## src/rtl/aie_regs.svh

```systemverilog
// Purpose: Register offsets, field positions, reset values and opcode patterns of the
//          accumulator execution block.
// Assumes: 32-bit APB data, one aligned word per register.
// Notes:   Definitions only.
`ifndef AIE_REGS_SVH
`define AIE_REGS_SVH

// Byte offsets on the APB
`define AIE_OFF_INSTR     12'h000
`define AIE_OFF_ACC       12'h004
`define AIE_OFF_STATUS    12'h008
`define AIE_OFF_FADDR     12'h00C
`define AIE_OFF_FDATA     12'h010
`define AIE_OFF_RETIRED   12'h014

// Status register bit positions
`define AIE_ST_CARRY      0
`define AIE_ST_HALF       1
`define AIE_ST_ZERO       2
`define AIE_ST_ILLEGAL    3

// Reset values
`define AIE_ACC_RST       8'h00
`define AIE_INSTR_RST     14'h0000
`define AIE_FADDR_RST     7'h00

// Instruction word fields
`define AIE_INSTR_W       14
`define AIE_FIDX_W        7
`define AIE_DEST_BIT      7

// Opcode patterns, compared against the top bits of the word
`define AIE_PAT_ADD_IMM   5'h1F
`define AIE_PAT_AND_IMM   6'h39
`define AIE_PAT_ADD_REG   6'h07
`define AIE_PAT_AND_REG   6'h05

// Clock edges from taking an instruction to its retirement
`define AIE_EXEC_EDGES    3

`endif

```

## src/rtl/aie_pkg.sv

```systemverilog
// Purpose: Types shared by the accumulator execution block.
// Assumes: Nothing beyond the register header.
// Notes:   Opcode enum order carries no meaning.
package aie_pkg;

    typedef enum logic [2:0] {
        OP_NONE,
        OP_ADD_IMM,
        OP_AND_IMM,
        OP_ADD_REG,
        OP_AND_REG
    } aie_op_t;

    typedef enum logic [1:0] {
        ST_IDLE,
        ST_OPERAND,
        ST_EXECUTE,
        ST_RESPOND
    } aie_state_t;

endpackage

```

## src/rtl/aie_fmem.sv

```systemverilog
// Purpose: File register array with registered read data.
// Assumes: One write port and one read port on the same clock.
// Notes:   Array contents are not reset; only the read register is.
`timescale 1ns/1ns

module aie_fmem #(
    parameter int DEPTH = 128,
    parameter int WIDTH = 8,
    parameter int AW    = 7
) (
    // Clock and reset
    input  wire logic             clk,
    input  wire logic             rst_n,
    // Write port
    input  wire logic             we,
    input  wire logic [AW-1:0]    waddr,
    input  wire logic [WIDTH-1:0] wdata,
    // Read port, data one edge after the address
    input  wire logic [AW-1:0]    raddr,
    output logic      [WIDTH-1:0] rdata
);

    logic [WIDTH-1:0] mem_r [DEPTH];
    logic [WIDTH-1:0] rdata_r;

    always_ff @(posedge clk) begin
        if (we) begin
            mem_r[waddr] <= wdata;
        end
    end

    // Read before write: a same-edge write is seen one read later
    always_ff @(posedge clk or negedge rst_n) begin
        if (!rst_n) begin
            rdata_r <= '0;
        end else begin
            rdata_r <= mem_r[raddr];
        end
    end

    assign rdata = rdata_r;

endmodule // aie_fmem

```

## src/rtl/aie_core.sv

```systemverilog
// Purpose: Executes four 8-bit accumulator instructions issued over APB.
// Assumes: pclk at 100 MHz; the APB master holds each request until pready.
// Notes:   An instruction written to the instruction register retires in one
//          instruction cycle of three pclk edges; pready marks the retirement.
//
// Local design decisions: the register offsets and register access over APB.
`timescale 1ns/1ns
`include "aie_regs.svh"

// Functional notes
// - add_immediate: accumulator plus literal byte into accumulator; carry, half carry, Z updated.
// - add_immediate decodes from top bits 11, nibble 111x, literal in low byte.
// - and_immediate: accumulator AND literal into accumulator; only Z changes.
// - and_immediate decodes from top bits 11, nibble 1001, literal in low byte.
// - add_register: accumulator plus file register; dest 0 accumulator, 1 file register.
// - add_register decodes from 00 0111; bit 7 dest, bits 6..0 index; all three flags.
// - and_register: accumulator AND file register, steered by dest; only Z changes.
// - and_register decodes from 00 0101; bit 7 dest, bits 6..0 index.
// - Register forms take index 0 to 127 and one destination bit.
// - add_register with dest 1 writes the file register, accumulator unchanged.
module aie_core
    import aie_pkg::*;
#(
    parameter int ADDR_W = 12,
    parameter int FREG_N = 128,
    parameter int CNT_W  = 16
) (
    // Clock and reset
    input  wire logic              pclk,
    input  wire logic              presetn,
    // APB slave
    input  wire logic              psel,
    input  wire logic              penable,
    input  wire logic              pwrite,
    input  wire logic [ADDR_W-1:0] paddr,
    input  wire logic [31:0]       pwdata,
    output logic      [31:0]       prdata,
    output logic                   pready,
    output logic                   pslverr,
    // Core-side view of the accumulator and flags
    output logic      [7:0]        acc_out,
    output logic                   carry_out,
    output logic                   half_carry_out,
    output logic                   zero_out,
    output logic                   retire_pulse
);

    localparam int FIDX_W = `AIE_FIDX_W;

    // Control and architectural state
    aie_state_t        state_r;
    aie_state_t        state_nxt;
    logic [13:0]       instr_r;
    logic              pend_instr_r;
    logic [7:0]        acc_r;
    logic              carry_r;
    logic              half_carry_r;
    logic              zero_r;
    logic              illegal_r;
    logic [FIDX_W-1:0] faddr_r;
    logic [CNT_W-1:0]  retired_r;
    logic              retire_r;

    // APB answer
    logic [31:0]       prdata_r;
    logic [31:0]       prdata_nxt;
    logic              pready_r;
    logic              pslverr_r;
    logic              pslverr_nxt;

    // File register port
    logic              mem_we;
    logic [FIDX_W-1:0] mem_waddr;
    logic [FIDX_W-1:0] mem_raddr;
    logic [7:0]        mem_wdata;
    logic [7:0]        mem_rdata;

    // Request decode
    logic              apb_req;
    logic              addr_ok;
    logic              hit_instr;
    logic              hit_acc;
    logic              hit_status;
    logic              hit_faddr;
    logic              hit_fdata;
    logic              hit_retired;
    logic              wr_take;
    logic              new_op_legal;

    // Execution
    aie_op_t           exec_op;
    logic              exec_fire;
    logic [7:0]        operand;
    logic [7:0]        result;
    logic [9:0]        sum_full;
    logic              to_freg;
    logic              upd_carry;
    logic              new_carry;
    logic              new_half;
    logic              new_zero;
    logic [31:0]       rd_mux;

    // Word pattern to operation
    function automatic aie_op_t decode_op(input logic [13:0] word);
        aie_op_t op;
        op = OP_NONE;
        if (word[13:9] == `AIE_PAT_ADD_IMM) begin
            op = OP_ADD_IMM;
        end else if (word[13:8] == `AIE_PAT_AND_IMM) begin
            op = OP_AND_IMM;
        end else if (word[13:8] == `AIE_PAT_ADD_REG) begin
            op = OP_ADD_REG;
        end else if (word[13:8] == `AIE_PAT_AND_REG) begin
            op = OP_AND_REG;
        end
        return op;
    endfunction

    // Returns {carry from bit 7, carry from bit 3, sum}
    function automatic logic [9:0] add_bytes(input logic [7:0] a, input logic [7:0] b);
        logic [8:0] full;
        logic [4:0] low;
        full = {1'b0, a} + {1'b0, b};
        low  = {1'b0, a[3:0]} + {1'b0, b[3:0]};
        return {full[8], low[4], full[7:0]};
    endfunction

    function automatic logic reg_form(input aie_op_t op);
        return (op == OP_ADD_REG) || (op == OP_AND_REG);
    endfunction

    // Only an unanswered access phase in idle is a new request
    assign apb_req     = psel && penable && !pready_r && (state_r == ST_IDLE);
    assign hit_instr   = (paddr == `AIE_OFF_INSTR);
    assign hit_acc     = (paddr == `AIE_OFF_ACC);
    assign hit_status  = (paddr == `AIE_OFF_STATUS);
    assign hit_faddr   = (paddr == `AIE_OFF_FADDR);
    assign hit_fdata   = (paddr == `AIE_OFF_FDATA);
    assign hit_retired = (paddr == `AIE_OFF_RETIRED);
    assign addr_ok     = hit_instr || hit_acc || hit_status || hit_faddr || hit_fdata
                         || (hit_retired && !pwrite);
    assign wr_take     = apb_req && pwrite && addr_ok;
    assign new_op_legal = (decode_op(pwdata[13:0]) != OP_NONE);

    // Sequencer
    always_comb begin
        state_nxt   = state_r;
        pslverr_nxt = 1'b0;
        case (state_r)
            ST_IDLE: begin
                if (apb_req) begin
                    if (!addr_ok) begin
                        state_nxt   = ST_RESPOND;
                        pslverr_nxt = 1'b1;
                    end else if (pwrite && hit_instr) begin
                        if (new_op_legal) begin
                            state_nxt = ST_OPERAND;
                        end else begin
                            state_nxt   = ST_RESPOND;
                            pslverr_nxt = 1'b1;
                        end
                    end else if (!pwrite && hit_fdata) begin
                        state_nxt = ST_OPERAND;
                    end else begin
                        state_nxt = ST_RESPOND;
                    end
                end
            end
            // Fixed length: no stall and no discarded slot for any op
            ST_OPERAND: begin
                state_nxt = ST_EXECUTE;
            end
            ST_EXECUTE: begin
                state_nxt = ST_RESPOND;
            end
            ST_RESPOND: begin
                state_nxt = ST_IDLE;
            end
            default: begin
                state_nxt = ST_IDLE;
            end
        endcase
    end

    always_ff @(posedge pclk or negedge presetn) begin
        if (!presetn) begin
            state_r <= ST_IDLE;
        end else begin
            state_r <= state_nxt;
        end
    end

    // Instruction capture; a refused word leaves the previous one in place
    always_ff @(posedge pclk or negedge presetn) begin
        if (!presetn) begin
            instr_r      <= `AIE_INSTR_RST;
            pend_instr_r <= 1'b0;
        end else if (apb_req && addr_ok && hit_instr && pwrite && new_op_legal) begin
            instr_r      <= pwdata[13:0];
            pend_instr_r <= 1'b1;
        end else if (apb_req) begin
            pend_instr_r <= 1'b0;
        end
    end

    // Datapath
    assign exec_op   = decode_op(instr_r);
    assign exec_fire = (state_r == ST_EXECUTE) && pend_instr_r;

    always_comb begin
        if (reg_form(exec_op)) begin
            operand = mem_rdata;
        end else begin
            operand = instr_r[7:0];
        end
        sum_full  = add_bytes(acc_r, operand);
        upd_carry = (exec_op == OP_ADD_IMM) || (exec_op == OP_ADD_REG);
        if (upd_carry) begin
            result = sum_full[7:0];
        end else begin
            result = acc_r & operand;
        end
        new_carry = sum_full[9];
        new_half  = sum_full[8];
        new_zero  = (result == 8'h00);
        // Immediate forms never reach the file registers
        to_freg   = reg_form(exec_op) && instr_r[`AIE_DEST_BIT];
    end

    // Accumulator
    always_ff @(posedge pclk or negedge presetn) begin
        if (!presetn) begin
            acc_r <= `AIE_ACC_RST;
        end else if (wr_take && hit_acc) begin
            acc_r <= pwdata[7:0];
        end else if (exec_fire && !to_freg) begin
            acc_r <= result;
        end
    end

    // Flags; logic ops leave carry and half carry alone
    always_ff @(posedge pclk or negedge presetn) begin
        if (!presetn) begin
            carry_r      <= 1'b0;
            half_carry_r <= 1'b0;
            zero_r       <= 1'b0;
        end else if (wr_take && hit_status) begin
            carry_r      <= pwdata[`AIE_ST_CARRY];
            half_carry_r <= pwdata[`AIE_ST_HALF];
            zero_r       <= pwdata[`AIE_ST_ZERO];
        end else if (exec_fire) begin
            zero_r <= new_zero;
            if (upd_carry) begin
                carry_r      <= new_carry;
                half_carry_r <= new_half;
            end
        end
    end

    // Sticky refused-opcode flag, write one to clear; a new refusal wins
    always_ff @(posedge pclk or negedge presetn) begin
        if (!presetn) begin
            illegal_r <= 1'b0;
        end else if (wr_take && hit_instr && !new_op_legal) begin
            illegal_r <= 1'b1;
        end else if (wr_take && hit_status && pwdata[`AIE_ST_ILLEGAL]) begin
            illegal_r <= 1'b0;
        end
    end

    // Software window onto the file registers
    always_ff @(posedge pclk or negedge presetn) begin
        if (!presetn) begin
            faddr_r <= `AIE_FADDR_RST;
        end else if (wr_take && hit_faddr) begin
            faddr_r <= pwdata[FIDX_W-1:0];
        end
    end

    // Retirement count and pulse
    always_ff @(posedge pclk or negedge presetn) begin
        if (!presetn) begin
            retired_r <= '0;
            retire_r  <= 1'b0;
        end else begin
            retire_r <= exec_fire;
            if (exec_fire) begin
                retired_r <= retired_r + CNT_W'(1);
            end
        end
    end

    // File register port: index is the full seven-bit field
    always_comb begin
        mem_raddr = pend_instr_r ? instr_r[FIDX_W-1:0] : faddr_r;
        if (exec_fire && to_freg) begin
            mem_we    = 1'b1;
            mem_waddr = instr_r[FIDX_W-1:0];
            mem_wdata = result;
        end else begin
            mem_we    = wr_take && hit_fdata;
            mem_waddr = faddr_r;
            mem_wdata = pwdata[7:0];
        end
    end

    aie_fmem #(
        .DEPTH (FREG_N),
        .WIDTH (8),
        .AW    (FIDX_W)
    ) u_fmem (
        .clk   (pclk),
        .rst_n (presetn),
        .we    (mem_we),
        .waddr (mem_waddr),
        .wdata (mem_wdata),
        .raddr (mem_raddr),
        .rdata (mem_rdata)
    );

    // Read data
    always_comb begin
        rd_mux = 32'h0000_0000;
        if (hit_instr) begin
            rd_mux[13:0] = instr_r;
        end else if (hit_acc) begin
            rd_mux[7:0] = acc_r;
        end else if (hit_status) begin
            rd_mux[`AIE_ST_CARRY]   = carry_r;
            rd_mux[`AIE_ST_HALF]    = half_carry_r;
            rd_mux[`AIE_ST_ZERO]    = zero_r;
            rd_mux[`AIE_ST_ILLEGAL] = illegal_r;
        end else if (hit_faddr) begin
            rd_mux[FIDX_W-1:0] = faddr_r;
        end else if (hit_retired) begin
            rd_mux[CNT_W-1:0] = retired_r;
        end
    end

    always_comb begin
        prdata_nxt = 32'h0000_0000;
        if (apb_req && !pwrite && addr_ok && !hit_fdata) begin
            prdata_nxt = rd_mux;
        end else if ((state_r == ST_EXECUTE) && !pend_instr_r) begin
            prdata_nxt[7:0] = mem_rdata;
        end
    end

    // Answer stands for exactly one cycle
    always_ff @(posedge pclk or negedge presetn) begin
        if (!presetn) begin
            prdata_r  <= 32'h0000_0000;
            pready_r  <= 1'b0;
            pslverr_r <= 1'b0;
        end else begin
            pready_r  <= (state_nxt == ST_RESPOND);
            pslverr_r <= pslverr_nxt;
            if (state_nxt == ST_RESPOND) begin
                prdata_r <= prdata_nxt;
            end else begin
                prdata_r <= 32'h0000_0000;
            end
        end
    end

    assign prdata         = prdata_r;
    assign pready         = pready_r;
    assign pslverr        = pslverr_r;
    assign acc_out        = acc_r;
    assign carry_out      = carry_r;
    assign half_carry_out = half_carry_r;
    assign zero_out       = zero_r;
    assign retire_pulse   = retire_r;

endmodule // aie_core

```

## config.mk

```make
export PLATFORM = sky130hd
export DESIGN_NAME = aie_core
export DESIGN_NICKNAME = d
export VERILOG_FILES = /design/src/rtl/aie_pkg.sv /design/src/rtl/aie_fmem.sv /design/src/rtl/aie_core.sv
export VERILOG_INCLUDE_DIRS = /design/src /design/src/rtl
export SDC_FILE = /design/constraint.sdc
export NUM_CORES = 2
export LEC_CHECK = 0
export ABC_AREA = 1
export BUFFER_PORTS_ARGS = -buffer_cell sky130_fd_sc_hd__buf_2
export CORE_ASPECT_RATIO = 0.8
export CORE_MARGIN = 3
export CORE_UTILIZATION = 57
export DETAILED_ROUTE_END_ITERATION = 10
export PLACE_DENSITY = 0.75
export SLEW_MARGIN = 20
export SYNTH_ARGS = -nofsm -noshare
export SYNTH_HDL_FRONTEND = slang
export SYNTH_HIERARCHICAL = 1
export SYNTH_SLANG_ARGS = --single-unit
```

## constraint.sdc

```tcl
create_clock -name pclk -period 8.2 [get_ports pclk]
set_input_delay 0.41 -clock pclk [delete_from_list [all_inputs] [get_ports pclk]]
set_output_delay 0.41 -clock pclk [all_outputs]
set_load 0.02 [all_outputs]
```

==> reports/results.ini <==
[run_status]
status=finished, final reports clean

[synthesis]
synth_cell_types=43
synth_edf_count=1024
ys_ff_latch=1103
ys_seq_area_frac=0.6934
ys.warnings.count=6
avgSynthCellArea_um2=11.08
ys.flop_type=edfxtp_1
netlist_instances=4261
synthesis.area_um2=47200
async_flop_share=0.07162

[timing]
relSlewSlack=0.2474
fmax_ghz=0.2129
fin_worst_skew_ns=0.02844
period_needed_ns=4.698
finalSetupViolations=0
worstMarginPinSlew_ns=1.117
setup_tns_ns=0
fin_crit_sh=0.5729
finalHoldViolCount=0
rsz0062_at_grt=false
final_max_slew_viol_count=0

[floorplanning]
io_pins=95
fp.dieArea_um2=86310
placementRows=93
start_util=0.5811
coreArea_um2=81220
die_width_um=327.7
die_h_um=263.4

[final_layout]
utilization=0.6276
drive_gt1_frac=0.07154
fillers=6201
nets=4285
syn2layout_area_growth_pct=7.998

[setup_path]
cp_data_required_time_ns=8.75
crit_fanout=236
crit_type=flip-flop to flip-flop
critPathArrivalTime_ns=5.25
critPathLaunchType=flip-flop
end_kind=flip-flop

[power]
leakagePower_nw=18.59
ir_drop_uv=216.9
p_per_area_nw_per_um2=215.4

[place]
globalplace.congestion=0.9823
port_buffers=60
dp_hpwl_mm=64.57

[global_routing]
grt_usage=0.2648
antenna_found_initial=2
grt_max_degree=237
grt_pass1_vias=30300
gr-total-overflow=0
grt_pass1_wl_mm=175.5

[detailed_routing]
postRouteAntennaNets=0
vias_per_cell=5.909
firstDrtPassIters=8
wl_per_cell_um=21.40
drc_errors=0
wl_mm=115.5
drtIter0Drc=4516
vias=31900

[cts]
postCtsResizedCells=0
cts_htree_levels=3
cts_tree=built
path_clk_slew_ns=0.06
clockBufferDepth=3
clk_latency_ns=0.68
cts_root_buf=clkbuf_16
clkSinkCount=1103
numCtsBuffers=101

[flow_run]
cap_violations=0

[hold_path]
hp-class=input port to flip-flop

==> cell type report <==
type / count / area, um^2 / area share
antenna: 1 / 2.502 / 0.00004910
clock buffer: 121 / 2686 / 0.05270
clock inverter: 63 / 489.2 / 0.009598
inverter: 129 / 513.0 / 0.01006
multi-input combinational: 2781 / 12440 / 0.2441
sequential: 1103 / 32730 / 0.6421
tap: 1092 / 1366 / 0.02681
timing repair buffer: 108 / 744.5 / 0.01461
==> layer usage <==
layer  up-vias  GRT usage  part of all wire  routed length, um
met2      1666     0.3990              0.45              51960
met4         4    0.08783             0.030               3506
met1     15320     0.3867              0.41              47620
li1      14660          -                 -                  -
met5         -   0.008919           0.00096                111
met3       253    0.05594              0.11              12330
==> report_power, final <==
group	switching [mW]	internal, mW
Clock	2.03	2.52
Combinational	0.209	0.0527
Sequential	0.00532	6.16
==> worst paths after layout <==
| check | start | endpoint | slack, ns | cells past startpoint |
|---|---|---|---|---|
| hold reg to reg | retired_r[15] | retired_r[15] | 0.46 | 1 |
| min in group asynchronous | presetn | prdata[14] | 0.37 | 2 |
| max in group asynchronous | presetn | u_fmem/rdata[0] | 7.35 | 2 |
| setup / recovery | pend_instr_r | u_fmem/rdata[4] | 3.50 | 15 |
| setup reg to reg | pend_instr_r | u_fmem/rdata[4] | 3.50 | 15 |
| hold / removal | pwdata[13] | instr_r[13] | 0.04 | 3 |
==> cell usage in the layout (no fill, tap or decap), types with 6 or more instances in the layout <==
master,instances
nand3_1,996
nand2_1,1396
dfrtp_1,79
clkinv_1,26
clkinv_2,19
clkinvlp_4,6
o21ai_0,44
o21ai_4,13
conb_1,16
dlygate4sd3_1,6
o21ai_2,9
nand3_2,9
a21oi_1,15
inv_1,120
buf_2,59
buf_4,37
edfxtp_1,1024
o21ai_1,13
nor3_1,10
nor2_1,191
nand3b_1,6
nand4_1,7
ha_1,11
bufinv_16,6
clkbuf_1,15
clkbuf_16,104
nor2_4,6
xor2_1,10
==> cells in the mapped netlist, types with 20 or more instances <==
library cell	n	area share
inv_1	121	0.0096
buf_2	107	0.011
nand3_1	996	0.11
buf_6	65	0.016
nand2_1	1396	0.11
clkbuf_1	34	0.0027
o21ai_0	58	0.0062
edfxtp_1	1024	0.65
nor2_1	191	0.015
dfrtp_1	79	0.042
buf_1	20	0.0016
buf_4	35	0.0056
==> registers in the layout (all words and copies together) (netlist names) <==
name            cells
acc_out             8
carry_out           1
faddr_r             7
half_carry_out      1
illegal_r           1
instr_r            14
pend_instr_r        1
prdata             16
pready              1
pslverr             1
retire_pulse        1
retired_r          16
state_r             2
u_fmem/mem_r     1024
u_fmem/rdata        8
zero_out            1
==> critical path: stages (launching register included) <==
cell and delay [ns]:
dfrtp_1 0.86, nand2_1 0.20, o21ai_4 0.12, buf_12 0.57, inv_16 0.35, buf_4 0.68, nand2_1 0.19, nand3_1 0.10
nand3_1 0.19, nand3_1 0.17, nand2_1 0.12, nand2_1 0.05, nand3_1 0.21, nand2_1 0.16, nand2_1 0.09, nand2_1 0.07
==> stage by stage <==
stage,instance area (um^2),hold slack (ns),worst slack [ns],std cells,power [mW]
floorplan,47250,0.1144,0.04605,4276,6.452
global placement,47700,0.4585,3.437,5206,6.539
detailed placement,47700,0.4577,3.313,5206,6.544
CTS,50940,0.001804,3.295,5396,11.02
global route,50970,0.02579,3.286,5397,11.27
finish,50970,0.03562,3.502,5398,10.98
==> repair_timing <==
item / in CTS / in global routing
hold buffers: 6 / 0
hold endpoints to repair: 84 / 0
setup buffers: 0 / 0
==> cell families after synthesis <==
group / after synthesis / share of synthesized area
AO/OA/AOI/OAI: 100 / 0.01164
other: 1 / 0.00007946
AND/OR/NAND/NOR: 2640 / 0.2418
adder cells (fa/ha/maj): 12 / 0.003340
flip-flops: 1103 / 0.6934
buffers and inverters: 392 / 0.04735
XOR/XNOR: 13 / 0.002413
Note: power is estimated with default switching activity, not from simulation.
